--- config.mk ---
export PLATFORM = sky130hd
export DESIGN_NAME = mirq_unit
export DESIGN_NICKNAME = d
export VERILOG_FILES = /design/src/logic/mirq_pkg.sv /design/src/logic/mirq_prio_enc.sv /design/src/logic/mirq_unit.sv
export VERILOG_INCLUDE_DIRS = /design/src /design/src/logic
export SDC_FILE = /design/constraint.sdc
export NUM_CORES = 1
export LEC_CHECK = 0
export BUFFER_PORTS_ARGS = -buffer_cell sky130_fd_sc_hd__buf_2
export CELL_PAD_IN_SITES_DETAIL_PLACEMENT = 1
export CELL_PAD_IN_SITES_GLOBAL_PLACEMENT = 1
export CORE_MARGIN = 2
export CORE_UTILIZATION = 38
export DETAILED_ROUTE_END_ITERATION = 8
export GPL_TIMING_DRIVEN = 1
export PLACE_DENSITY_LB_ADDON = 0.1
export SYNTH_ARGS = -nofsm -noshare
export SYNTH_HDL_FRONTEND = slang
export SYNTH_SLANG_ARGS = --single-unit
--- constraint.sdc ---
create_clock -name mclk -period 2.1 [get_ports mclk]
set_input_delay 0 -clock mclk [delete_from_list [all_inputs] [get_ports mclk]]
set_output_delay 0 -clock mclk [all_outputs]
set_load 0.1 [all_outputs]
--- src/logic/mirq_regs.svh ---
// register offsets, reset values and field constants for the irq unit
`ifndef MIRQ_REGS_SVH
`define MIRQ_REGS_SVH

// byte offsets on the wishbone slave, one aligned word each
`define MIRQ_OFS_VECTOR 8'h00
`define MIRQ_OFS_STATUS_LOW 8'h04
`define MIRQ_OFS_STATUS_MID 8'h08
`define MIRQ_OFS_STATUS_HIGH 8'h0c
`define MIRQ_OFS_ENABLE_LOW 8'h10
`define MIRQ_OFS_ENABLE_MID 8'h14
`define MIRQ_OFS_ENABLE_HIGH 8'h18
`define MIRQ_OFS_NEST_CTRL 8'h1c

// reset values
`define MIRQ_ENABLE_RST 16'hffff
// vector base: line 0 maps to 10h
`define MIRQ_VECTOR_BASE 8'h10
// number of request lines including the unused line 0
`define MIRQ_LINES 48
// lines with no source attached
`define MIRQ_RESERVED_MASK 48'h0000_0020_4015
// nest control field: bit 0 is the global maskable enable
`define MIRQ_NEST_EN_BIT 0

`endif

--- src/logic/mirq_pkg.sv ---
// types shared by the irq unit files
package mirq_pkg;

  // one wishbone classic request
  typedef struct packed {
    logic cyc;
    logic stb;
    logic we;
    logic [3:0] sel;
    logic [7:0] adr;
    logic [31:0] dat;
  } mirq_wb_req_t;

  // core handshake state
  typedef enum logic [1:0] {
    MIRQ_IDLE,
    MIRQ_WAIT_ACK,
    MIRQ_IN_HANDLER
  } mirq_state_t;

endpackage : mirq_pkg

--- src/logic/mirq_prio_enc.sv ---
// linear fixed priority encoder, highest index wins
`timescale 1ns/1ps
module mirq_prio_enc #(
  parameter int WIDTH = 48
) (
  // request vector
  input wire logic [WIDTH-1:0] req,
  // result
  output logic any,
  output logic [5:0] index
);

  // elaboration check: the index port holds six bits only
  if (WIDTH < 2 || WIDTH > 64)
  begin : g_bad_width
    $error("mirq_prio_enc: width out of range");
  end

  // scan upward so the highest set bit is the last write
  always_comb
  begin
    any = 1'b0;
    index = 6'h00;
    for (int i = 0; i < WIDTH; i++)
    begin
      if (req[i])
      begin
        any = 1'b1;
        index = 6'(i);
      end
    end
  end

endmodule : mirq_prio_enc

--- src/logic/mirq_unit.sv ---
// maskable interrupt unit: enables, status, priority and vector
`timescale 1ns/1ps
`include "mirq_regs.svh"

// What this block does
// - enable register for lines 16-31, resets ffff
// - enable register for lines 32-47, resets ffff
// - status register shows lines 16-31 live
// - status register shows lines 32-47 live
// - status ignores enable bits
// - status bit 0 of low register reads zero
// - enable one lets request compete; zero blocks
// - status one while source requests
// - linear priority, line 47 highest
// - fixed source per line, reserved lines unused
// - non-maskable interrupt always preempts, no enable
// - maskable entry blocks further until global enable
// - no hardware limit on nesting depth
// - up to 47 level inputs, vectored request out
// - vector is 10h plus winning line
// - vector reports highest asserted and enabled
// - enable register for lines 1-15, resets ffff
module mirq_unit (
  // clock and reset
  input wire logic mclk,
  input wire logic sys_rst,
  // wishbone classic slave
  input wire logic wb_cyc_i,
  input wire logic wb_stb_i,
  input wire logic wb_we_i,
  input wire logic [3:0] wb_sel_i,
  input wire logic [7:0] wb_adr_i,
  input wire logic [31:0] wb_dat_i,
  output logic [31:0] wb_dat_o,
  output logic wb_ack_o,
  output logic wb_err_o,
  // peripheral request lines, level, asynchronous
  input wire logic [47:0] irq_line,
  // non-maskable request pin, asynchronous, active high
  input wire logic nmi_req,
  // core side
  output logic irq_req,
  output logic nmi_take,
  output logic [7:0] irq_vector,
  input wire logic irq_ack,
  input wire logic handler_done
);

  // bundled bus request
  mirq_pkg::mirq_wb_req_t bus;
  assign bus = '{cyc: wb_cyc_i, stb: wb_stb_i, we: wb_we_i,
                 sel: wb_sel_i, adr: wb_adr_i, dat: wb_dat_i};

  // two-stage synchroniser for request lines
  logic [47:0] line_meta;
  logic [47:0] line_sync;
  // nmi synchroniser and edge history
  logic nmi_meta;
  logic nmi_sync;
  logic nmi_prev;
  // enable registers
  logic [15:0] irq_enable_low;
  logic [15:0] irq_enable_mid;
  logic [15:0] irq_enable_high;
  // global maskable enable, processor status bit image
  logic global_en;
  // nesting depth counter; handler_done returns the handshake to idle only at depth 1
  logic [15:0] nest_depth;
  // gated request vector and encoder result
  logic [47:0] live;
  logic [47:0] armed;
  logic win_any;
  logic [5:0] win_idx;
  // core handshake state
  mirq_pkg::mirq_state_t state;
  // bus decode
  logic bus_hit;
  logic [31:0] next_rdata;
  logic known_adr;

  // synchronise asynchronous inputs before any logic reads them
  always_ff @(posedge mclk)
  begin
    if (sys_rst)
    begin
      line_meta <= 48'h0;
      line_sync <= 48'h0;
    end
    else
    begin
      line_meta <= irq_line;
      line_sync <= line_meta;
    end
  end

  // nmi pin synchroniser
  always_ff @(posedge mclk)
  begin
    if (sys_rst)
    begin
      nmi_meta <= 1'b0;
      nmi_sync <= 1'b0;
      nmi_prev <= 1'b0;
    end
    else
    begin
      nmi_meta <= nmi_req;
      nmi_sync <= nmi_meta;
      nmi_prev <= nmi_sync;
    end
  end

  // reserved lines tied off, line 0 has no source
  assign live = line_sync & ~`MIRQ_RESERVED_MASK;

  // enable gating; bit 0 of the low enable is ignored
  assign armed = live & {irq_enable_high, irq_enable_mid,
                         irq_enable_low[15:1], 1'b0};

  // highest armed line wins
  mirq_prio_enc #(
    .WIDTH(`MIRQ_LINES)
  ) u_prio (
    .req(armed),
    .any(win_any),
    .index(win_idx)
  );

  // vector register, updated every cycle so it always tracks the winner
  // the core reads it at the ack edge, a cycle after irq_req, so it settled
  always_ff @(posedge mclk)
  begin
    if (sys_rst)
    begin
      irq_vector <= `MIRQ_VECTOR_BASE;
    end
    else if (win_any)
    begin
      irq_vector <= `MIRQ_VECTOR_BASE + {2'b00, win_idx};
    end
    else
    begin
      // nothing pending reads as line 0, the error vector
      irq_vector <= `MIRQ_VECTOR_BASE;
    end
  end

  // nmi taken on rising edge, never gated by any enable
  always_ff @(posedge mclk)
  begin
    if (sys_rst)
    begin
      nmi_take <= 1'b0;
    end
    else
    begin
      nmi_take <= nmi_sync & ~nmi_prev;
    end
  end

  // maskable request to core only while globally enabled
  assign irq_req = (state == mirq_pkg::MIRQ_IDLE ||
                    state == mirq_pkg::MIRQ_IN_HANDLER) &&
                   global_en && win_any;

  // core handshake: entry blocks further maskable requests
  always_ff @(posedge mclk)
  begin
    if (sys_rst)
    begin
      state <= mirq_pkg::MIRQ_IDLE;
    end
    else
    begin
      case (state)
        mirq_pkg::MIRQ_IDLE:
        begin
          if (irq_req)
          begin
            state <= mirq_pkg::MIRQ_WAIT_ACK;
          end
        end
        mirq_pkg::MIRQ_WAIT_ACK:
        begin
          // irq_req is low here, so one request is never taken twice
          if (irq_ack)
          begin
            state <= mirq_pkg::MIRQ_IN_HANDLER;
          end
        end
        mirq_pkg::MIRQ_IN_HANDLER:
        begin
          // a nested request restarts the handshake
          if (irq_req)
          begin
            state <= mirq_pkg::MIRQ_WAIT_ACK;
          end
          else if (handler_done && nest_depth == 16'h0001)
          begin
            state <= mirq_pkg::MIRQ_IDLE;
          end
        end
        default:
        begin
          state <= mirq_pkg::MIRQ_IDLE;
        end
      endcase
    end
  end

  // depth counter saturates; it never refuses a nest
  always_ff @(posedge mclk)
  begin
    if (sys_rst)
    begin
      nest_depth <= 16'h0000;
    end
    else if (state == mirq_pkg::MIRQ_WAIT_ACK && irq_ack)
    begin
      if (nest_depth != 16'hffff)
      begin
        nest_depth <= nest_depth + 16'h0001;
      end
    end
    else if (handler_done && nest_depth != 16'h0000)
    begin
      nest_depth <= nest_depth - 16'h0001;
    end
  end

  // global enable: cleared on acceptance, software sets it again
  always_ff @(posedge mclk)
  begin
    if (sys_rst)
    begin
      global_en <= 1'b0;
    end
    else if (state == mirq_pkg::MIRQ_WAIT_ACK && irq_ack)
    begin
      global_en <= 1'b0;
    end
    else if (bus_hit && bus.we && bus.sel[0] &&
             bus.adr == `MIRQ_OFS_NEST_CTRL)
    begin
      global_en <= bus.dat[`MIRQ_NEST_EN_BIT];
    end
  end

  // single-cycle ack: request taken at the edge where ack is low
  assign bus_hit = bus.cyc && bus.stb && !wb_ack_o;

  // enable register writes, byte lanes 0 and 1
  always_ff @(posedge mclk)
  begin
    if (sys_rst)
    begin
      irq_enable_low <= `MIRQ_ENABLE_RST;
      irq_enable_mid <= `MIRQ_ENABLE_RST;
      irq_enable_high <= `MIRQ_ENABLE_RST;
    end
    else if (bus_hit && bus.we)
    begin
      case (bus.adr)
        `MIRQ_OFS_ENABLE_LOW:
        begin
          // byte lanes are written independently
          if (bus.sel[0])
          begin
            irq_enable_low[7:0] <= bus.dat[7:0];
          end
          if (bus.sel[1])
          begin
            irq_enable_low[15:8] <= bus.dat[15:8];
          end
        end
        `MIRQ_OFS_ENABLE_MID:
        begin
          if (bus.sel[0])
          begin
            irq_enable_mid[7:0] <= bus.dat[7:0];
          end
          if (bus.sel[1])
          begin
            irq_enable_mid[15:8] <= bus.dat[15:8];
          end
        end
        `MIRQ_OFS_ENABLE_HIGH:
        begin
          if (bus.sel[0])
          begin
            irq_enable_high[7:0] <= bus.dat[7:0];
          end
          if (bus.sel[1])
          begin
            irq_enable_high[15:8] <= bus.dat[15:8];
          end
        end
        default:
        begin
          // status and vector are read-only: writes dropped
        end
      endcase
    end
  end

  // read mux; status shows raw lines, not gated
  always_comb
  begin
    next_rdata = 32'h0000_0000;
    known_adr = 1'b1;
    case (bus.adr)
      `MIRQ_OFS_VECTOR: next_rdata = {24'h0, irq_vector};
      `MIRQ_OFS_STATUS_LOW:
        next_rdata = {16'h0, live[15:1], 1'b0};
      `MIRQ_OFS_STATUS_MID:
        next_rdata = {16'h0, live[31:16]};
      `MIRQ_OFS_STATUS_HIGH:
        next_rdata = {16'h0, live[47:32]};
      `MIRQ_OFS_ENABLE_LOW: next_rdata = {16'h0, irq_enable_low};
      `MIRQ_OFS_ENABLE_MID: next_rdata = {16'h0, irq_enable_mid};
      `MIRQ_OFS_ENABLE_HIGH: next_rdata = {16'h0, irq_enable_high};
      `MIRQ_OFS_NEST_CTRL: next_rdata = {31'h0, global_en};
      default: known_adr = 1'b0;
    endcase
  end

  // answer one cycle after the request, ack or err
  always_ff @(posedge mclk)
  begin
    if (sys_rst)
    begin
      wb_ack_o <= 1'b0;
      wb_err_o <= 1'b0;
      wb_dat_o <= 32'h0000_0000;
    end
    else
    begin
      wb_ack_o <= bus_hit && known_adr;
      wb_err_o <= bus_hit && !known_adr && !wb_err_o;
      wb_dat_o <= bus_hit ? next_rdata : 32'h0000_0000;
    end
  end

endmodule : mirq_unit

==> impl_metrics.prom <==
# TYPE chip_impl_metric gauge
chip_impl_metric{name="synth.cell_area",unit="sq um"} 7630
chip_impl_info{name="synth_top_cell_by_area",value="dfxtp_1"} 1
chip_impl_metric{name="detailed_place.area",unit="sq um"} 8780
chip_impl_metric{name="utilization",unit="%"} 52.4
chip_impl_metric{name="design.core.area",unit="sq um"} 19600
chip_impl_info{name="critical_r2r_capture",value="nest_depth[9]$_SDFFE_PP0P_"} 1
chip_impl_metric{name="synth_adder_area_share",unit="%"} 0.820
chip_impl_metric{name="setup_ws",unit="ns"} 0.0193
chip_impl_info{name="netlist_top_cells_count",value="dfxtp_1, nand2_1, nor2b_1, nand3b_1, a22oi_1"} 1
chip_impl_metric{name="worst_setup_skew_after_layout",unit="ns"} 0.0113
chip_impl_info{name="min_from",value="handler_done"} 1
chip_impl_metric{name="numCtsBuffers",unit=""} 17
chip_impl_metric{name="worst_slew_margin_rel",unit="%"} 64.1
chip_impl_metric{name="reg2reg_slack",unit="ns"} 0.02
chip_impl_info{name="yosysMostFrequentCell",value="dfxtp_1"} 1
chip_impl_metric{name="worstPathMaxFanout",unit=""} 5
chip_impl_metric{name="antenna_cells",unit=""} 0
chip_impl_metric{name="grt_antenna_before_repair",unit=""} 0
chip_impl_metric{name="cts.htree.levels",unit=""} 4
chip_impl_metric{name="ir_drop",unit="V"} 0.000606
chip_impl_metric{name="total_power",unit="W"} 0.00976
chip_impl_info{name="holdPathEnd",value="nest_depth[14]$_SDFFE_PP0P_"} 1
chip_impl_metric{name="drt_iter0_drc",unit=""} 563
chip_impl_metric{name="cts_num_sinks",unit=""} 182
chip_impl_metric{name="hold_path_depth",unit=""} 5
chip_impl_metric{name="grt_pass1_vias",unit=""} 7384
chip_impl_metric{name="max-cap-violations",unit=""} 0
chip_impl_info{name="synth_top_family_by_area",value="simple AND/OR/NAND/NOR gates"} 1
chip_impl_metric{name="achievable-frequency",unit="MHz"} 481
chip_impl_metric{name="dp_hpwl",unit="um"} 18600
chip_impl_metric{name="nNetsFinal",unit=""} 1155
chip_impl_metric{name="worstMarginPinSlew",unit="ns"} 0.538
chip_impl_metric{name="yosys-mux-area-fraction",unit="%"} 3.61
chip_impl_metric{name="cts_buffer_depth",unit=""} 2
chip_impl_metric{name="synth_top_cell_area_share",unit="%"} 47.8
chip_impl_metric{name="synthXorXnorAreaFrac",unit="%"} 1.84
chip_impl_info{name="setup.worst_path.end_class",value="flop"} 1
chip_impl_info{name="grt_setup_unrepaired",value="true"} 1
chip_impl_metric{name="yosysWarnings",unit=""} 0
chip_impl_metric{name="synthArstFlopShare",unit="%"} 0
chip_impl_metric{name="die_height",unit="um"} 146
chip_impl_info{name="synth_area_leaders",value="dfxtp_1, nor2b_1, nand2_1"} 1
chip_impl_metric{name="worstRegToRegCells",unit=""} 8
chip_impl_metric{name="gr-total-overflow",unit=""} 0
chip_impl_metric{name="grt_max_degree",unit=""} 111
chip_impl_metric{name="die_x",unit="um"} 146
chip_impl_metric{name="worst_setup_hold_path_clk_slew",unit="ns"} 0.08
chip_impl_metric{name="finalInstanceArea",unit="sq um"} 10300
chip_impl_metric{name="design.die.area",unit="sq um"} 21200
chip_impl_metric{name="synth-compound-area-share",unit="%"} 12.4
chip_impl_metric{name="top_ports",unit=""} 144
chip_impl_info{name="cts.root.buffer_cell",value="clkbuf_16"} 1
chip_impl_metric{name="clkLatencyLatePin",unit="ns"} 0.44
chip_impl_metric{name="detail_route.vias_per_cell",unit=""} 5.31
chip_impl_metric{name="grtUsageTotal",unit="%"} 24.5
chip_impl_metric{name="layout_min_cycle_time",unit="ns"} 2.08
chip_impl_info{name="worst-setup-path-type",value="reg2reg"} 1
chip_impl_metric{name="yosys.area_share.simple",unit="%"} 28.9
chip_impl_info{name="tritoncts",value="built"} 1
chip_impl_metric{name="final_min_period_over_clock_period",unit="%"} 99.1
chip_impl_info{name="result_of_the_run",value="complete, no violations"} 1
chip_impl_metric{name="synth_sequential_area_ratio",unit="%"} 47.8
chip_impl_metric{name="yosys_register_bits",unit=""} 182
chip_impl_metric{name="drtPass1Iterations",unit=""} 6
chip_impl_metric{name="fin_setup_tns",unit="ns"} 0
chip_impl_metric{name="worst_ep_required_time",unit="ns"} 2.42
chip_impl_info{name="regToRegStartpoint",value="nest_depth[2]$_SDFFE_PP0P_"} 1
chip_impl_metric{name="gate_count_post_synth",unit=""} 829
chip_impl_metric{name="post-route-drc-count",unit=""} 0
chip_impl_metric{name="port_buffers",unit=""} 103
chip_impl_info{name="hold_class",value="in2reg"} 1
chip_impl_metric{name="n_fill_cell",unit=""} 2286
chip_impl_info{name="start_kind",value="flop"} 1
chip_impl_metric{name="global_route_wire_length_before_repair",unit="um"} 40900
chip_impl_metric{name="totalWireLength",unit="um"} 25900
chip_impl_metric{name="final-max-slew-violation-count",unit=""} 0
chip_impl_metric{name="worst-endpoint-arrival",unit="ns"} 2.40
chip_impl_metric{name="post_drt_wl_per_cell",unit="um"} 19.5
chip_impl_metric{name="synth.distinct_cells",unit=""} 59
chip_impl_metric{name="p_leak",unit="nW"} 4.36
chip_impl_metric{name="fp-row-count",unit=""} 51
chip_impl_info{name="launch_point_of_the_critical_path",value="nest_depth[2]$_SDFFE_PP0P_"} 1
chip_impl_metric{name="setup-violations-final",unit=""} 0
chip_impl_info{name="synthFlopType",value="dfxtp_1"} 1
chip_impl_metric{name="start_util",unit="%"} 38.9
chip_impl_metric{name="final_layout_size_suffix_gt1_share",unit="%"} 25.8
chip_impl_metric{name="dpl_worst_slack",unit="ns"} -0.0104
chip_impl_metric{name="routed-via-count",unit=""} 7055
chip_impl_metric{name="timing.final.hold_violations",unit=""} 0
chip_impl_metric{name="synth_edf_count",unit=""} 0
chip_impl_metric{name="power_density",unit="nW/um^2"} 951
chip_impl_metric{name="area_growth_syn_to_layout",unit="%"} 34.6
chip_impl_metric{name="final_antenna_net_count",unit=""} 0
chip_impl_metric{name="synth_area_per_cell",unit="sq um"} 9.20
chip_impl_metric{name="gp_congestion",unit=""} 0.917
## where the power goes
group	switching [W]	internal [W]	leakage, nW
clock network	0.00157	0.00163	0.288
logic	0.00144	0.00124	2.57
registers	0.000199	0.00368	1.49
## worst max path at each step
| stage | cells after the start | end | slack [ns] |
|---|---|---|---|
| after CTS | 8 | irq_req | -0.01 |
| after detailed placement | 8 | irq_enable_high[0]$_SDFFE_PP1P_ | -0.01 |
| after floorplan | 8 | nest_depth[13]$_SDFFE_PP0P_ | 0.02 |
| after global placement | 8 | irq_enable_high[15]$_SDFFE_PP1P_ | 0.03 |
| after global routing | 8 | irq_req | -0.10 |
| final | 8 | nest_depth[9]$_SDFFE_PP0P_ | 0.02 |
## cell families (layout without fill, tap and decap cells)
group	Yosys count	in the layout
compound gates	129	129
xor+xnor	16	16
fa+ha+maj	5	5
buf+inv	69	287
flops	182	182
mux	21	21
other cells	1	17
simple gates	406	406
## per-layer routing
metal  up-vias  global-route usage [%]  share of wire [%]
li1       3329                       -                  -
met1      3402                    32.8                 45
met2       285                    40.1                 47
met3        39                    4.36                6.1
met4         0                    7.70                1.6
met5         -                       0                  0
## registers in the layout, summed over array words and instances (netlist names)
signal and count:
line_meta 43, line_sync 43, irq_enable_high 16, irq_enable_low 16, irq_enable_mid 16, nest_depth 16, wb_dat_o 16, irq_vector 7
state 2, global_en 1, nmi_meta 1, nmi_prev 1, nmi_sync 1, nmi_take 1, wb_ack_o 1, wb_err_o 1
## per-stage QoR
stage / std cells / hold slack (ns)
CTS: 1324 / 0.0470
global placement: 1223 / 0.207
global route: 1328 / 0.0669
finish: 1328 / 0.0693
floorplan: 845 / 0.0791
detailed placement: 1223 / 0.215
## placed cells by master (no fill, tap or decap), types with 4 or more instances in the layout
cell / netlist / layout
and3_1: 6 / 5
nand3_1: 21 / 18
a22oi_2: 0 / 9
dlygate4sd3_1: 0 / 65
o21ai_0: 4 / 4
nor2b_1: 94 / 94
conb_1: 1 / 17
mux2_2: 12 / 12
clkbuf_16: 0 / 17
buf_4: 19 / 76
nand2_1: 139 / 139
buf_2: 6 / 101
inv_1: 9 / 8
a22oi_1: 37 / 28
ha_1: 5 / 5
inv_8: 0 / 4
a32oi_1: 5 / 5
mux4_2: 4 / 4
nand4_1: 13 / 13
a222oi_1: 13 / 13
nand3b_1: 52 / 52
nor3_1: 8 / 8
xnor2_1: 16 / 16
or4_4: 1 / 4
a21oi_1: 30 / 27
inv_6: 0 / 4
dfxtp_1: 182 / 178
nor2_1: 34 / 32
mux2i_1: 5 / 5
and2_1: 13 / 10
a31oi_1: 9 / 9
## repair_timing
action | 4_1_cts | 5_1_grt
gates resized for setup | 15 | 30
setup endpoints to repair | 3 | 33
buffers inserted | 4 | 4
pin swaps | 5 | 10
hold buffers | 65 | 0
hold endpoints to repair | 96 | 0
cloned | 0 | 0
## cell type report
type	count	area, sq um	area share [%]
clock buffers	18	439	4.28
clock inverters	14	154	1.50
inverters	9	33.8	0.329
multi-input cells	594	3860	37.6
flip-flops and latches	182	3650	35.6
well taps	265	332	3.23
repair buffers	246	1800	17.5
## critical path, stage by stage, from the launching register on
cell,delay (ns)
dfxtp_2,0.32
or4_4,0.57
nor4_4,0.26
buf_4,0.21
buf_4,0.12
a32oi_1,0.06
a221oi_2,0.22
xnor2_1,0.15
nor2_1,0.05
(Power assumes the default switching activity.)
